**src/core/aux_meas_regs.vh**
```
`ifndef AUX_MEAS_REGS_VH
`define AUX_MEAS_REGS_VH

// Register addresses on the special function register bus
`define ADDR_TEMPERATURE_RESULT 8'hd7
`define ADDR_CONVERSION_START 8'hd8
`define ADDR_BATTERY_RESULT 8'hdf
`define ADDR_SUPPLY_RESULT 8'hef
`define ADDR_DELTA_THRESHOLD_CONFIG 8'hf3
`define ADDR_STROBE_PERIOD_CONFIG 8'hf9
`define ADDR_BATTERY_THRESHOLD 8'hfa

// Strobe period field positions (low bit of each two-bit field)
`define SUPPLY_PERIOD_POS 4
`define BATTERY_PERIOD_POS 2
`define THERMAL_PERIOD_POS 0
// Writable bits of the strobe period register
`define STROBE_PERIOD_MASK 8'h3f

// Delta field positions (low bit of each three-bit field)
`define THERMAL_DELTA_POS 3
`define SUPPLY_DELTA_POS 0
`define DELTA_CONFIG_MASK 8'h3f

// Start bits in the conversion start register
`define SUPPLY_START_BIT 2
`define THERMAL_START_BIT 1
`define BATTERY_START_BIT 0
`define CONVERSION_START_MASK 8'h07

// Measurement kind codes on the converter port
`define KIND_BATTERY 2'h0
`define KIND_THERMAL 2'h1
`define KIND_SUPPLY 2'h2

// Reset values
`define RESET_CONFIG 8'h00
`define RESET_RESULT 8'h00

// Period codes
`define PERIOD_OFF 2'h0
`define PERIOD_LONG 2'h1
`define PERIOD_MID 2'h2
`define PERIOD_EVERY 2'h3

// Minute-count masks: a conversion is due when the masked count is all ones
`define MASK_8_MIN 4'h7
`define MASK_16_MIN 4'hf
`define MASK_2_MIN 4'h1
`define MASK_4_MIN 4'h3
`define MASK_1_MIN 4'h0

// Delta codes
`define DELTA_OFF 3'h0
`define DELTA_EVERY 3'h7

`endif

```
**src/core/aux_measurement_scheduler.v**
```verilog
`timescale 1ns/1ps
`include "aux_meas_regs.vh"

module aux_measurement_scheduler (
  input wire ref_clk_i, // 100 MHz system clock
  input wire rst_i, // Synchronous reset, active high
  input wire ce_i, // Clock enable, freezes all state when low
  input wire [7:0] sfr_addr_i, // Register address
  input wire sfr_wr_i, // Register write strobe
  input wire sfr_rd_i, // Register read strobe
  input wire [7:0] sfr_wdata_i, // Register write data
  output reg [7:0] sfr_rdata_o, // Register read data
  input wire minute_tick_i, // One-minute tick from the time base
  input wire low_power_mode_one_i, // Device in first low-power mode
  input wire low_power_mode_two_i, // Device in second low-power mode
  input wire clock_keepalive_bit_i, // Keepalive bit of clock_config_register
  output reg conv_req_o, // Conversion request to converter
  output reg [1:0] conv_kind_o, // Kind of requested conversion
  input wire conv_ack_i, // Converter accepted the request
  input wire adc_done_i, // Conversion finished, result valid
  input wire [1:0] adc_kind_i, // Kind of the finished conversion
  input wire [7:0] adc_data_i, // Conversion result
  output reg thermal_irq_o, // Thermal delta event pulse
  output reg supply_irq_o, // Supply delta event pulse
  output reg battery_irq_o // Low battery event pulse
);

  // Configuration registers
  reg [7:0] strobe_period_config_r; // Period fields
  reg [7:0] delta_threshold_config_r; // Delta fields
  reg [7:0] battery_threshold_r; // Battery comparison level
  reg [2:0] start_r; // Software start bits
  reg [2:0] start_nxt; // Next start bits
  // Result registers
  reg [7:0] temperature_result_r; // Last thermal result
  reg [7:0] battery_result_r; // Last battery result
  reg [7:0] supply_result_r; // Last supply result
  // Values that last raised a delta interrupt
  reg [7:0] thermal_ref_r; // Thermal reference
  reg [7:0] supply_ref_r; // Supply reference
  // Background requests waiting for the converter
  reg [2:0] bg_pend_r; // Pending background bits
  reg [2:0] bg_pend_nxt; // Next pending bits
  reg [7:0] rdata_nxt; // Read mux output
  reg [1:0] pick_kind; // Kind chosen by arbiter
  reg pick_valid; // Any request waiting

  wire run_en; // Measurements allowed now
  wire [2:0] due; // Background due pulses
  wire [2:0] want; // Combined pending requests
  wire [2:0] acc_bit; // One-hot accepted kind
  wire [2:0] thermal_code; // Thermal delta field
  wire [2:0] supply_code; // Supply delta field
  wire wr_start; // Write to start register
  wire [7:0] start_wr_bits; // Write data limited to the start bits

  // Measurements stop in low power unless the keepalive bit is set
  assign run_en = !(low_power_mode_one_i || low_power_mode_two_i) || clock_keepalive_bit_i;
  // Software start bits and background due bits share the arbiter
  assign want = start_r | bg_pend_r;
  // Delta fields of the threshold register
  assign thermal_code = delta_threshold_config_r[`THERMAL_DELTA_POS+2:`THERMAL_DELTA_POS];
  assign supply_code = delta_threshold_config_r[`SUPPLY_DELTA_POS+2:`SUPPLY_DELTA_POS];
  // Start register write decode; only the three start bits are kept
  assign wr_start = sfr_wr_i && (sfr_addr_i == `ADDR_CONVERSION_START);
  assign start_wr_bits = sfr_wdata_i & `CONVERSION_START_MASK;
  // A raised request is taken on the edge where the converter accepts it
  assign acc_bit = (conv_req_o && conv_ack_i) ? kind_onehot(conv_kind_o) : 3'h0;

  // Kind code to one-hot bit, matching start bit positions
  function [2:0] kind_onehot;
    input [1:0] kind;
    begin
      case (kind)
        `KIND_SUPPLY: kind_onehot = 3'h1 << `SUPPLY_START_BIT;
        `KIND_THERMAL: kind_onehot = 3'h1 << `THERMAL_START_BIT;
        default: kind_onehot = 3'h1 << `BATTERY_START_BIT;
      endcase
    end
  endfunction

  // Absolute difference of two results
  function [7:0] abs_diff;
    input [7:0] a;
    input [7:0] b;
    begin
      if (a >= b) begin
        abs_diff = a - b;
      end else begin
        abs_diff = b - a;
      end
    end
  endfunction

  // Thermal delta code to minimum result difference
  function [7:0] thermal_thr;
    input [2:0] code;
    begin
      case (code)
        3'h1, 3'h2: thermal_thr = 8'h00; // Below one step: any reading
        3'h3, 3'h4: thermal_thr = 8'h01; // One step
        3'h5, 3'h6: thermal_thr = 8'h02; // Two steps
        // Unlisted codes between steps take the step of the code below
        default: thermal_thr = 8'h00; // Every reading
      endcase
    end
  endfunction

  // Supply delta code to minimum result difference
  function [7:0] supply_thr;
    input [2:0] code;
    begin
      case (code)
        3'h1, 3'h2, 3'h3: supply_thr = 8'h00; // Below one step: any reading
        3'h4, 3'h5, 3'h6: supply_thr = 8'h01; // One step
        // Unlisted codes between steps take the step of the code below
        default: supply_thr = 8'h00; // Every reading
      endcase
    end
  endfunction

  // Background scheduler
  // Only the six period bits pass; the minute count lives in the divider
  minute_divider u_minute_divider (
    .ref_clk_i(ref_clk_i),
    .rst_i(rst_i),
    .ce_i(ce_i),
    .run_i(run_en),
    .tick_i(minute_tick_i),
    .period_cfg_i(strobe_period_config_r[5:0]),
    .due_o(due)
  );

  // Arbiter: supply first, then thermal, then battery
  // Each accepted kind drops out of want, letting the next kind through
  always @* begin
    pick_valid = 1'b1;
    pick_kind = `KIND_BATTERY;
    if (want[`SUPPLY_START_BIT]) begin
      pick_kind = `KIND_SUPPLY;
    end else if (want[`THERMAL_START_BIT]) begin
      pick_kind = `KIND_THERMAL;
    end else if (want[`BATTERY_START_BIT]) begin
      pick_kind = `KIND_BATTERY;
    end else begin
      pick_valid = 1'b0;
    end
  end

  // Start and pending bits: a new request in the accept cycle survives
  // Pending bits are kept through low power until a request may be raised
  always @* begin
    start_nxt = start_r & ~acc_bit;
    if (wr_start) begin
      start_nxt = start_nxt | start_wr_bits[2:0]; // Set wins over accept
    end
    bg_pend_nxt = (bg_pend_r & ~acc_bit) | due;
  end

  // Converter request handshake; request held until accepted
  // Kind is loaded only with a new request, so it stands until accepted
  always @(posedge ref_clk_i) begin
    if (rst_i) begin
      conv_req_o <= 1'b0;
      conv_kind_o <= `KIND_BATTERY;
    end else if (ce_i) begin
      if (conv_req_o && conv_ack_i) begin
        conv_req_o <= 1'b0;
      end else if (!conv_req_o && pick_valid && run_en) begin
        conv_req_o <= 1'b1;
        conv_kind_o <= pick_kind;
      end
    end
  end

  // Request bookkeeping
  always @(posedge ref_clk_i) begin
    if (rst_i) begin
      start_r <= 3'h0;
      bg_pend_r <= 3'h0;
    end else if (ce_i) begin
      start_r <= start_nxt;
      bg_pend_r <= bg_pend_nxt;
    end
  end

  // Software configuration registers; reserved bits stay zero
  always @(posedge ref_clk_i) begin
    if (rst_i) begin
      strobe_period_config_r <= `RESET_CONFIG;
      delta_threshold_config_r <= `RESET_CONFIG;
      battery_threshold_r <= `RESET_CONFIG;
    end else if (ce_i && sfr_wr_i) begin
      if (sfr_addr_i == `ADDR_STROBE_PERIOD_CONFIG) begin
        strobe_period_config_r <= sfr_wdata_i & `STROBE_PERIOD_MASK;
      end else if (sfr_addr_i == `ADDR_DELTA_THRESHOLD_CONFIG) begin
        delta_threshold_config_r <= sfr_wdata_i & `DELTA_CONFIG_MASK;
      end else if (sfr_addr_i == `ADDR_BATTERY_THRESHOLD) begin
        battery_threshold_r <= sfr_wdata_i;
      end
    end
  end

  // Result registers: completion wins over a software write
  // Each result register follows only completions of its own kind
  always @(posedge ref_clk_i) begin
    if (rst_i) begin
      temperature_result_r <= `RESET_RESULT;
      battery_result_r <= `RESET_RESULT;
      supply_result_r <= `RESET_RESULT;
    end else if (ce_i) begin
      if (adc_done_i && adc_kind_i == `KIND_THERMAL) begin
        temperature_result_r <= adc_data_i;
      end else if (sfr_wr_i && sfr_addr_i == `ADDR_TEMPERATURE_RESULT) begin
        temperature_result_r <= sfr_wdata_i;
      end
      if (adc_done_i && adc_kind_i == `KIND_BATTERY) begin
        battery_result_r <= adc_data_i;
      end else if (sfr_wr_i && sfr_addr_i == `ADDR_BATTERY_RESULT) begin
        battery_result_r <= sfr_wdata_i;
      end
      if (adc_done_i && adc_kind_i == `KIND_SUPPLY) begin
        supply_result_r <= adc_data_i;
      end else if (sfr_wr_i && sfr_addr_i == `ADDR_SUPPLY_RESULT) begin
        supply_result_r <= sfr_wdata_i;
      end
    end
  end

  // Event detection on each completed conversion
  // Events are one-cycle pulses, cleared on every enabled edge
  always @(posedge ref_clk_i) begin
    if (rst_i) begin
      thermal_irq_o <= 1'b0;
      supply_irq_o <= 1'b0;
      battery_irq_o <= 1'b0;
      thermal_ref_r <= `RESET_RESULT;
      supply_ref_r <= `RESET_RESULT;
    end else if (ce_i) begin
      thermal_irq_o <= 1'b0;
      supply_irq_o <= 1'b0;
      battery_irq_o <= 1'b0;
      // Thermal reference moves only when an event fires
      if (adc_done_i && adc_kind_i == `KIND_THERMAL && thermal_code != `DELTA_OFF &&
          abs_diff(adc_data_i, thermal_ref_r) >= thermal_thr(thermal_code)) begin
        thermal_irq_o <= 1'b1;
        thermal_ref_r <= adc_data_i;
      end
      // Supply uses the same scheme with its own field and reference
      if (adc_done_i && adc_kind_i == `KIND_SUPPLY && supply_code != `DELTA_OFF &&
          abs_diff(adc_data_i, supply_ref_r) >= supply_thr(supply_code)) begin
        supply_irq_o <= 1'b1;
        supply_ref_r <= adc_data_i;
      end
      // Battery is a plain comparison, no reference kept
      if (adc_done_i && adc_kind_i == `KIND_BATTERY && adc_data_i < battery_threshold_r) begin
        battery_irq_o <= 1'b1;
      end
    end
  end

  // Read mux; unmapped addresses read zero
  always @* begin
    rdata_nxt = 8'h00;
    if (sfr_addr_i == `ADDR_TEMPERATURE_RESULT) begin
      rdata_nxt = temperature_result_r;
    end else if (sfr_addr_i == `ADDR_CONVERSION_START) begin
      rdata_nxt = {5'h00, start_r};
    end else if (sfr_addr_i == `ADDR_BATTERY_RESULT) begin
      rdata_nxt = battery_result_r;
    end else if (sfr_addr_i == `ADDR_SUPPLY_RESULT) begin
      rdata_nxt = supply_result_r;
    end else if (sfr_addr_i == `ADDR_DELTA_THRESHOLD_CONFIG) begin
      rdata_nxt = delta_threshold_config_r;
    end else if (sfr_addr_i == `ADDR_STROBE_PERIOD_CONFIG) begin
      rdata_nxt = strobe_period_config_r;
    end else if (sfr_addr_i == `ADDR_BATTERY_THRESHOLD) begin
      rdata_nxt = battery_threshold_r;
    end
  end

  // Read data captured on the read strobe
  // Data holds between reads, so software may look at it late
  always @(posedge ref_clk_i) begin
    if (rst_i) begin
      sfr_rdata_o <= 8'h00;
    end else if (ce_i && sfr_rd_i) begin
      sfr_rdata_o <= rdata_nxt;
    end
  end

endmodule // aux_measurement_scheduler

```
**src/core/minute_divider.v**
```verilog
`timescale 1ns/1ps
`include "aux_meas_regs.vh"

// Turns the minute tick into background conversion due pulses
module minute_divider (
  input wire ref_clk_i, // System clock
  input wire rst_i, // Synchronous reset, active high
  input wire ce_i, // Clock enable
  input wire run_i, // Measurements allowed
  input wire tick_i, // One-minute tick from the time base
  input wire [5:0] period_cfg_i, // Strobe period fields
  output reg [2:0] due_o // Due pulse per kind: supply, thermal, battery
);

  reg [3:0] minute_r; // Minutes elapsed, wraps at sixteen
  reg [3:0] minute_nxt; // Next minute count

  // Mask selecting the period for a code; the battery field uses the longer set
  function [3:0] period_mask;
    input [1:0] code;
    input is_battery;
    begin
      case (code)
        `PERIOD_LONG: period_mask = is_battery ? `MASK_16_MIN : `MASK_8_MIN;
        `PERIOD_MID: period_mask = is_battery ? `MASK_4_MIN : `MASK_2_MIN;
        default: period_mask = `MASK_1_MIN;
      endcase
    end
  endfunction

  // Minute counter advances only while measurements may run
  always @* begin
    minute_nxt = minute_r;
    if (run_i && tick_i) begin
      minute_nxt = minute_r + 4'h1;
    end
  end

  always @(posedge ref_clk_i) begin
    if (rst_i) begin
      minute_r <= 4'h0;
    end else if (ce_i) begin
      minute_r <= minute_nxt;
    end
  end

  wire [2:0] due_nxt; // Due decision per kind, one bit each

  // One due decoder per measurement kind
  genvar k;
  generate
    for (k = 0; k < 3; k = k + 1) begin : g_due
      localparam integer POS = (k == 2) ? `SUPPLY_PERIOD_POS :
                               (k == 1) ? `THERMAL_PERIOD_POS : `BATTERY_PERIOD_POS;
      wire [1:0] code = period_cfg_i[POS+1:POS]; // Field for this kind
      wire [3:0] mask = period_mask(code, k == 0); // Period mask
      // Code zero never schedules a conversion
      assign due_nxt[k] = run_i && tick_i && (code != `PERIOD_OFF) && ((minute_r & mask) == mask);
    end
  endgenerate

  // Due pulses registered in one process, so each bit has a single driver
  always @(posedge ref_clk_i) begin
    if (rst_i) begin
      due_o <= 3'h0;
    end else if (ce_i) begin
      due_o <= due_nxt;
    end
  end

endmodule // minute_divider

```
**config.mk**
```make
export PLATFORM = sky130hd
export DESIGN_NAME = aux_measurement_scheduler
export DESIGN_NICKNAME = d
export VERILOG_FILES = /design/src/core/aux_measurement_scheduler.v /design/src/core/minute_divider.v
export VERILOG_INCLUDE_DIRS = /design/src /design/src/core
export SDC_FILE = /design/constraint.sdc
export NUM_CORES = 1
export LEC_CHECK = 0
export BUFFER_PORTS_ARGS = -buffer_cell sky130_fd_sc_hd__buf_2
export CORE_MARGIN = 1
export CORE_UTILIZATION = 50
export DETAILED_ROUTE_END_ITERATION = 6
export PLACE_DENSITY = 0.78
export SYNTH_ARGS = -nofsm -noshare
export SYNTH_HDL_FRONTEND = slang
export SYNTH_SLANG_ARGS = --single-unit
```
**constraint.sdc**
```tcl
create_clock -name ref_clk_i -period 6.6 [get_ports ref_clk_i]
set_input_delay 1.32 -clock ref_clk_i [delete_from_list [all_inputs] [get_ports ref_clk_i]]
set_output_delay 1.32 -clock ref_clk_i [all_outputs]
set_load 0.05 [all_outputs]
```
# Word level (Yosys, flattened, before mapping)
# Cells that the tools add are included.
# op_classes
reduce_logical,52
n_addsub,5
n_eq_ne,27
bitwise,12
magnitude_cmp,5
n_mux,41
# op_table
cell,count
8-bit two-way mux,23
8-bit == test (second input constant),7
8-bit >= comparator,4
8-bit subtractor,4
1-bit logical AND,24
3-bit == test (second input constant),6
3-bit case mux with 2 select lines,3
2-bit AND reduction,8
2-bit nonzero test,7
2-bit by 1-bit == test with 1-bit output (second input constant),5
2-bit == test (second input constant),5
1-bit two-way mux,10
3-bit bitwise OR,3
4-bit by 3-bit bitwise AND with 4-bit output,2
4-bit by 3-bit == test with 1-bit output,2
8-bit less-than comparator,1
4-bit case mux with 2 select lines,1
3-bit bitwise AND,2
3-bit two-way mux,2
3-bit AND reduction,2
3-bit nonzero test,2
4-bit by 1-bit adder with 4-bit output (second input constant),1
4-bit bitwise AND,1
4-bit == test,1
other kinds (11),16
# word_totals
inputBits,37
output_inout_bits,14
wordCells,160
register_bits,87

# Depth between registers and ports, before layout
# depth
word_depth,8
depth_mapped,15
ltp_nobuf,14

# Hierarchy
# A second synthesis with hierarchy kept.
# hier_totals
hier_cells,725
area_unflattened_um2,5886.9
# by_module_without_submodules
mod,area_per_inst_um2,cells_each,n_inst
aux_measurement_scheduler,5464.0,678,1
minute_divider,422.9,47,1

# Worst setup path after synthesis
# No wires, ideal clock.
# synth_timing
path_type,input-to-reg
from,in adc_data_i[0]
to,reg thermal_ref_r[0]
setup_slack_ns,1.989
arrival_time_ns,4.492
setup_ns,0.119
path_stages,15
cell_sequence,inv_1 -> ha_1 -> inv_1 -> fa_1 -> nand3_1 -> a311oi_1 -> a211oi_1 -> mux2_2 -> ha_1 -> a2111oi_2 -> nand3_1 -> or4_1 -> and3_1 -> buf_6 -> mux2i_1
# synth_between
elab_chain_cells,7
elab_cells_between_ends,9
cone_classes,add/sub: 2; order compare: 2; mux: 3; reduce/logical: 2
# synth_rtl
item,line_no,rtl
"start, declared",aux_measurement_scheduler.v:22,"input wire [7:0] adc_data_i,"
8-bit subtractor (tied with other cells),aux_measurement_scheduler.v:90,abs_diff = b - a;
8-bit two-way mux,aux_measurement_scheduler.v:87,if (a >= b) begin
8-bit two-way mux,aux_measurement_scheduler.v:239,end else if (ce_i) begin
8-bit two-way mux,aux_measurement_scheduler.v:233,if (rst_i) begin
8-bit >= comparator,aux_measurement_scheduler.v:245,"abs_diff(adc_data_i, thermal_ref_r) >= thermal_thr(thermal_code)) begin"
1-bit logical AND,aux_measurement_scheduler.v:244,if (adc_done_i && adc_kind_i == `KIND_THERMAL && thermal_code != `DELTA_OFF &&
2-bit AND reduction (no line),-,
"end signal, assigned",aux_measurement_scheduler.v:237,thermal_ref_r <= `RESET_RESULT;
"end signal, assigned",aux_measurement_scheduler.v:247,thermal_ref_r <= adc_data_i;
"end, declared",aux_measurement_scheduler.v:39,reg [7:0] thermal_ref_r;
# Several ways; a longest one is shown, not always the timed one. The select of a mux whose other input is x is not followed.
# A chain may end at the register's enable or synchronous reset.

# Worst setup path after layout
# layout_timing
from,in adc_data_i[0]
to,reg thermal_ref_r[6]
# layout_between
elab_chain_cells,7
elab_cells_between_ends,9
cone_classes,add/sub: 2; order compare: 2; mux: 3; reduce/logical: 2
# layout_rtl
item,line_no
8-bit subtractor (tied with other cells),aux_measurement_scheduler.v:90
8-bit two-way mux (*),aux_measurement_scheduler.v:87
8-bit two-way mux (*),aux_measurement_scheduler.v:239
8-bit two-way mux (*),aux_measurement_scheduler.v:233
8-bit >= comparator (*),aux_measurement_scheduler.v:245
1-bit logical AND (*),aux_measurement_scheduler.v:244
2-bit AND reduction (no line) (*),-
# Every way passes the cells marked *; elsewhere a longest branch is shown, timed or not. The select of a mux whose other input is x is not followed.

==> metrics.cfg <==
[outcome]
status = finished, final reports clean

[timing]
worstMarginPinSlew_ns = 1.14
finalSetupViolations = 0
rsz0062_at_grt = no
skew_ns = 0.00698
period_share_pct = 73.9
maxSlewViolCount = 0
clock.fmax_mhz = 205
tns_ns = 0
finalCriticalPeriod_ns = 4.88
max_slew_margin_pct = 24.1
hold_viol_final = 0

[drt]
ant_nets = 0
vias_per_cell = 6.01
via_count = 5444
routed_wl_mm = 16.4
drc = 0
first_pass_iters = 7
first_iter_violations = 382
routedWlPerCell_um = 18.1

[cells_and_area]
final_nets = 848
ff_latch_area_um2 = 1740
diodes = 0
drive_above_1_share_pct = 11.1
multi_input_area_um2 = 3780
area_growth_syn_to_layout_pct = 10.4
fillCellCount = 1044

[clocking]
root_buffer = clkbuf_16
cts_resized = 0
post_cts_buffers = 0
cts_max_level = 3
clk_pin_slew_ns = 0.07
cts-buffers-inserted = 9
cts_hold_buf = 0
cts_sinks = 87
cts_tree = done
worstSkewPairLatency_ns = 0.35
cts_buffer_depth = 2

[synth]
synthTopCellsByArea = dfxtp_1 30%, ha_1 10%, mux2i_1 9.3%
synth_area_um2 = 5890
yosysMostFrequentCell = nor2_1
synth_warnings = 0
syn_area_per_cell_um2 = 8.11
yosys.area.top_type = dfxtp_1
synth_nets = 816
synth_compound_area_share_pct = 20.5
yosysUniqueCellTypes = 69
synth_common_cells = 102 x nor2_1, 87 x dfxtp_1, 72 x a21oi_1
synth_top_cell_area_share_pct = 29.6
synth-adder-area-share_pct = 11.8
synthSimpleGateAreaFrac_pct = 20.1
syn_inst = 726
muxShareOfSynthArea_pct = 9.54
synth_edf_count = 0
async_flop_share_pct = 0
yosysSeqAreaShare_pct = 29.6
ys_ff_latch = 87
synth_top_family_by_area = compound AO/OA/AOI/OAI gates
synth-xor-area-share_pct = 2.23
ys.flop_type = dfxtp_1

[die]
start_util_pct = 51.3
core_area_um2 = 11500
dieArea_um2 = 12200
die_w_um = 111
row_count = 39
io-pin-count = 51
die_y_um = 111

[min_path]
hold_depth = 2
holdCritPathClass = reg -> reg

[global_routing]
grt_start_max_net_pins = 96
grt_overflow_total = 0
grt_pass1_vias = 5179
grt_first_pass_wirelength_mm = 26.2
track_usage_pct = 27.0
antenna_found_initial = 0

[pwr]
p_comb_share_pct = 13.6
power.switching_w = 0.000348
peakVddDrop_mv = 0.152
swShare_pct = 27.9
pwr-share-seq_pct = 43.0
p_clk_share_pct = 43.4
p_int_w = 0.000901
power_density_nw_per_um2 = 192
finalPower_w = 0.00125
p_leak_nw = 2.58

[worst_setup_path]
crit_path_start_kind = input port
worstRegToRegCells = 13
path_class = in -> reg
required_ns = 6.82
crit_path_end_kind = flip-flop
crit_path_max_fanout = 8
critPathArrivalTime_ns = 5.10

[place]
io_buffers = 50
gp_congestion = 0.910
dpl.hpwl_mm = 12.4

[job]
drv_cap = 0

==> final timing paths <==
path / end / startpoint / slack (ns)
setup / recovery: thermal_ref_r[6]$_SDFFE_PP0P_ / adc_data_i[0] / 1.72
hold / removal: sfr_rdata_o[2]$_SDFFE_PP0P_ / sfr_rdata_o[2]$_SDFFE_PP0P_ / 0.46
setup reg to reg: thermal_ref_r[6]$_SDFFE_PP0P_ / thermal_ref_r[0]$_SDFFE_PP0P_ / 2.65
hold reg to reg: sfr_rdata_o[2]$_SDFFE_PP0P_ / sfr_rdata_o[2]$_SDFFE_PP0P_ / 0.46
==> sequential cells by signal, summed over array words and instances (netlist names) <==
register                   flops
battery_irq_o                  1
battery_result_r               8
battery_threshold_r            8
bg_pend_r                      3
conv_kind_o                    2
conv_req_o                     1
delta_threshold_config_r       6
sfr_rdata_o                    8
start_r                        3
strobe_period_config_r         6
supply_irq_o                   1
supply_ref_r                   8
supply_result_r                8
temperature_result_r           8
thermal_irq_o                  1
thermal_ref_r                  8
u_minute_divider.due_o         3
u_minute_divider.minute_r      4
==> through the flow <==
stage	hold WS [ns]	setup slack, ns	utilization, %	cells	area [um^2]
2_1_floorplan	0.449	1.99	-	726	5890
3_3_place_gp	0.444	1.44	54.0	890	6190
3_5_place_dp	0.453	1.35	54.0	890	6190
4_1_cts	0.460	1.71	56.7	906	6500
5_1_grt	0.479	1.51	56.7	906	6500
6_report	0.459	1.72	56.7	906	6500
==> power groups by stage <==
| stage | Sequential [W] | Clock, W | Combinational [W] |
|---|---|---|---|
| 2_1_floorplan | 0.000554 | 0 | 0.000106 |
| 3_3_place_gp | 0.000548 | 0 | 0.000165 |
| 3_5_place_dp | 0.000548 | 0 | 0.000166 |
| 4_1_cts | 0.000536 | 0.000548 | 0.000167 |
| 5_1_grt | 0.000537 | 0.000565 | 0.000185 |
| 6_report | 0.000537 | 0.000542 | 0.000170 |
==> cells in the final DEF, fill, tap and decap left out, drive strengths merged, types with 3 or more instances in the layout <==
master   Yosys  layout
a2111oi      5       5
a211oi      23      23
a21boi       4       4
a21o         6       6
a21oi       74      74
a221oi       7       7
a22o         3       3
a22oi        9       9
a2bb2oi      3       3
and3         6       6
and4         3       3
buf         12      54
clkbuf      21      10
dfxtp       87      87
fa           4       4
ha          49      49
inv         54      57
mux2i       55      55
nand2       30      30
nand2b      32      32
nand3       16      16
nand3b       4       4
nand4        4       4
nor2       102     102
nor2b        9       9
nor3        12      12
nor3b        4       4
o211ai       4       4
o21ai       31      31
o221ai       3       3
o22ai        4       4
or3          3       3
or4          3       3
xnor2       11      11
xor2         4       4
==> layout make-up <==
class	count	share of cell area (%)
Timing Repair Buffer	54	4.31
Multi-Input combinational cell	551	58.1
Sequential cell	87	26.8
Clock buffer	10	3.68
Tap cell	143	2.75
Clock inverter	6	1.15
Inverter	55	3.18
==> worst max-delay path: stages <==
cell,delay (ns)
buf_2,0.14
inv_1,0.16
ha_1,0.19
inv_1,0.05
fa_1,0.42
nand3_1,0.13
a311oi_1,0.09
a211oi_1,0.41
mux2_2,0.39
ha_1,0.32
a2111oi_2,0.31
nand3_1,0.11
or4_1,0.49
and3_1,0.38
mux2i_1,0.19
==> routing by layer <==
metal	part of all wire (%)	track usage [%]	up-vias	wire length, um
li1	-	-	2623	-
met5	0	0	-	0
met2	47	45.0	204	7660
met4	3.1	10.2	0	501
met3	7.2	5.71	47	1170
met1	43	34.0	2570	7060
==> kinds of logic (layout without fill, tap and decap cells) <==
| logic type | count (synthesis) | count (layout) |
|---|---|---|
| buf+inv | 88 | 125 |
| flops | 87 | 87 |
| mux | 56 | 56 |
| compound gates | 189 | 189 |
| fa+ha+maj | 53 | 53 |
| xor+xnor | 15 | 15 |
| simple gates | 238 | 238 |
(Power assumes the default switching activity.)
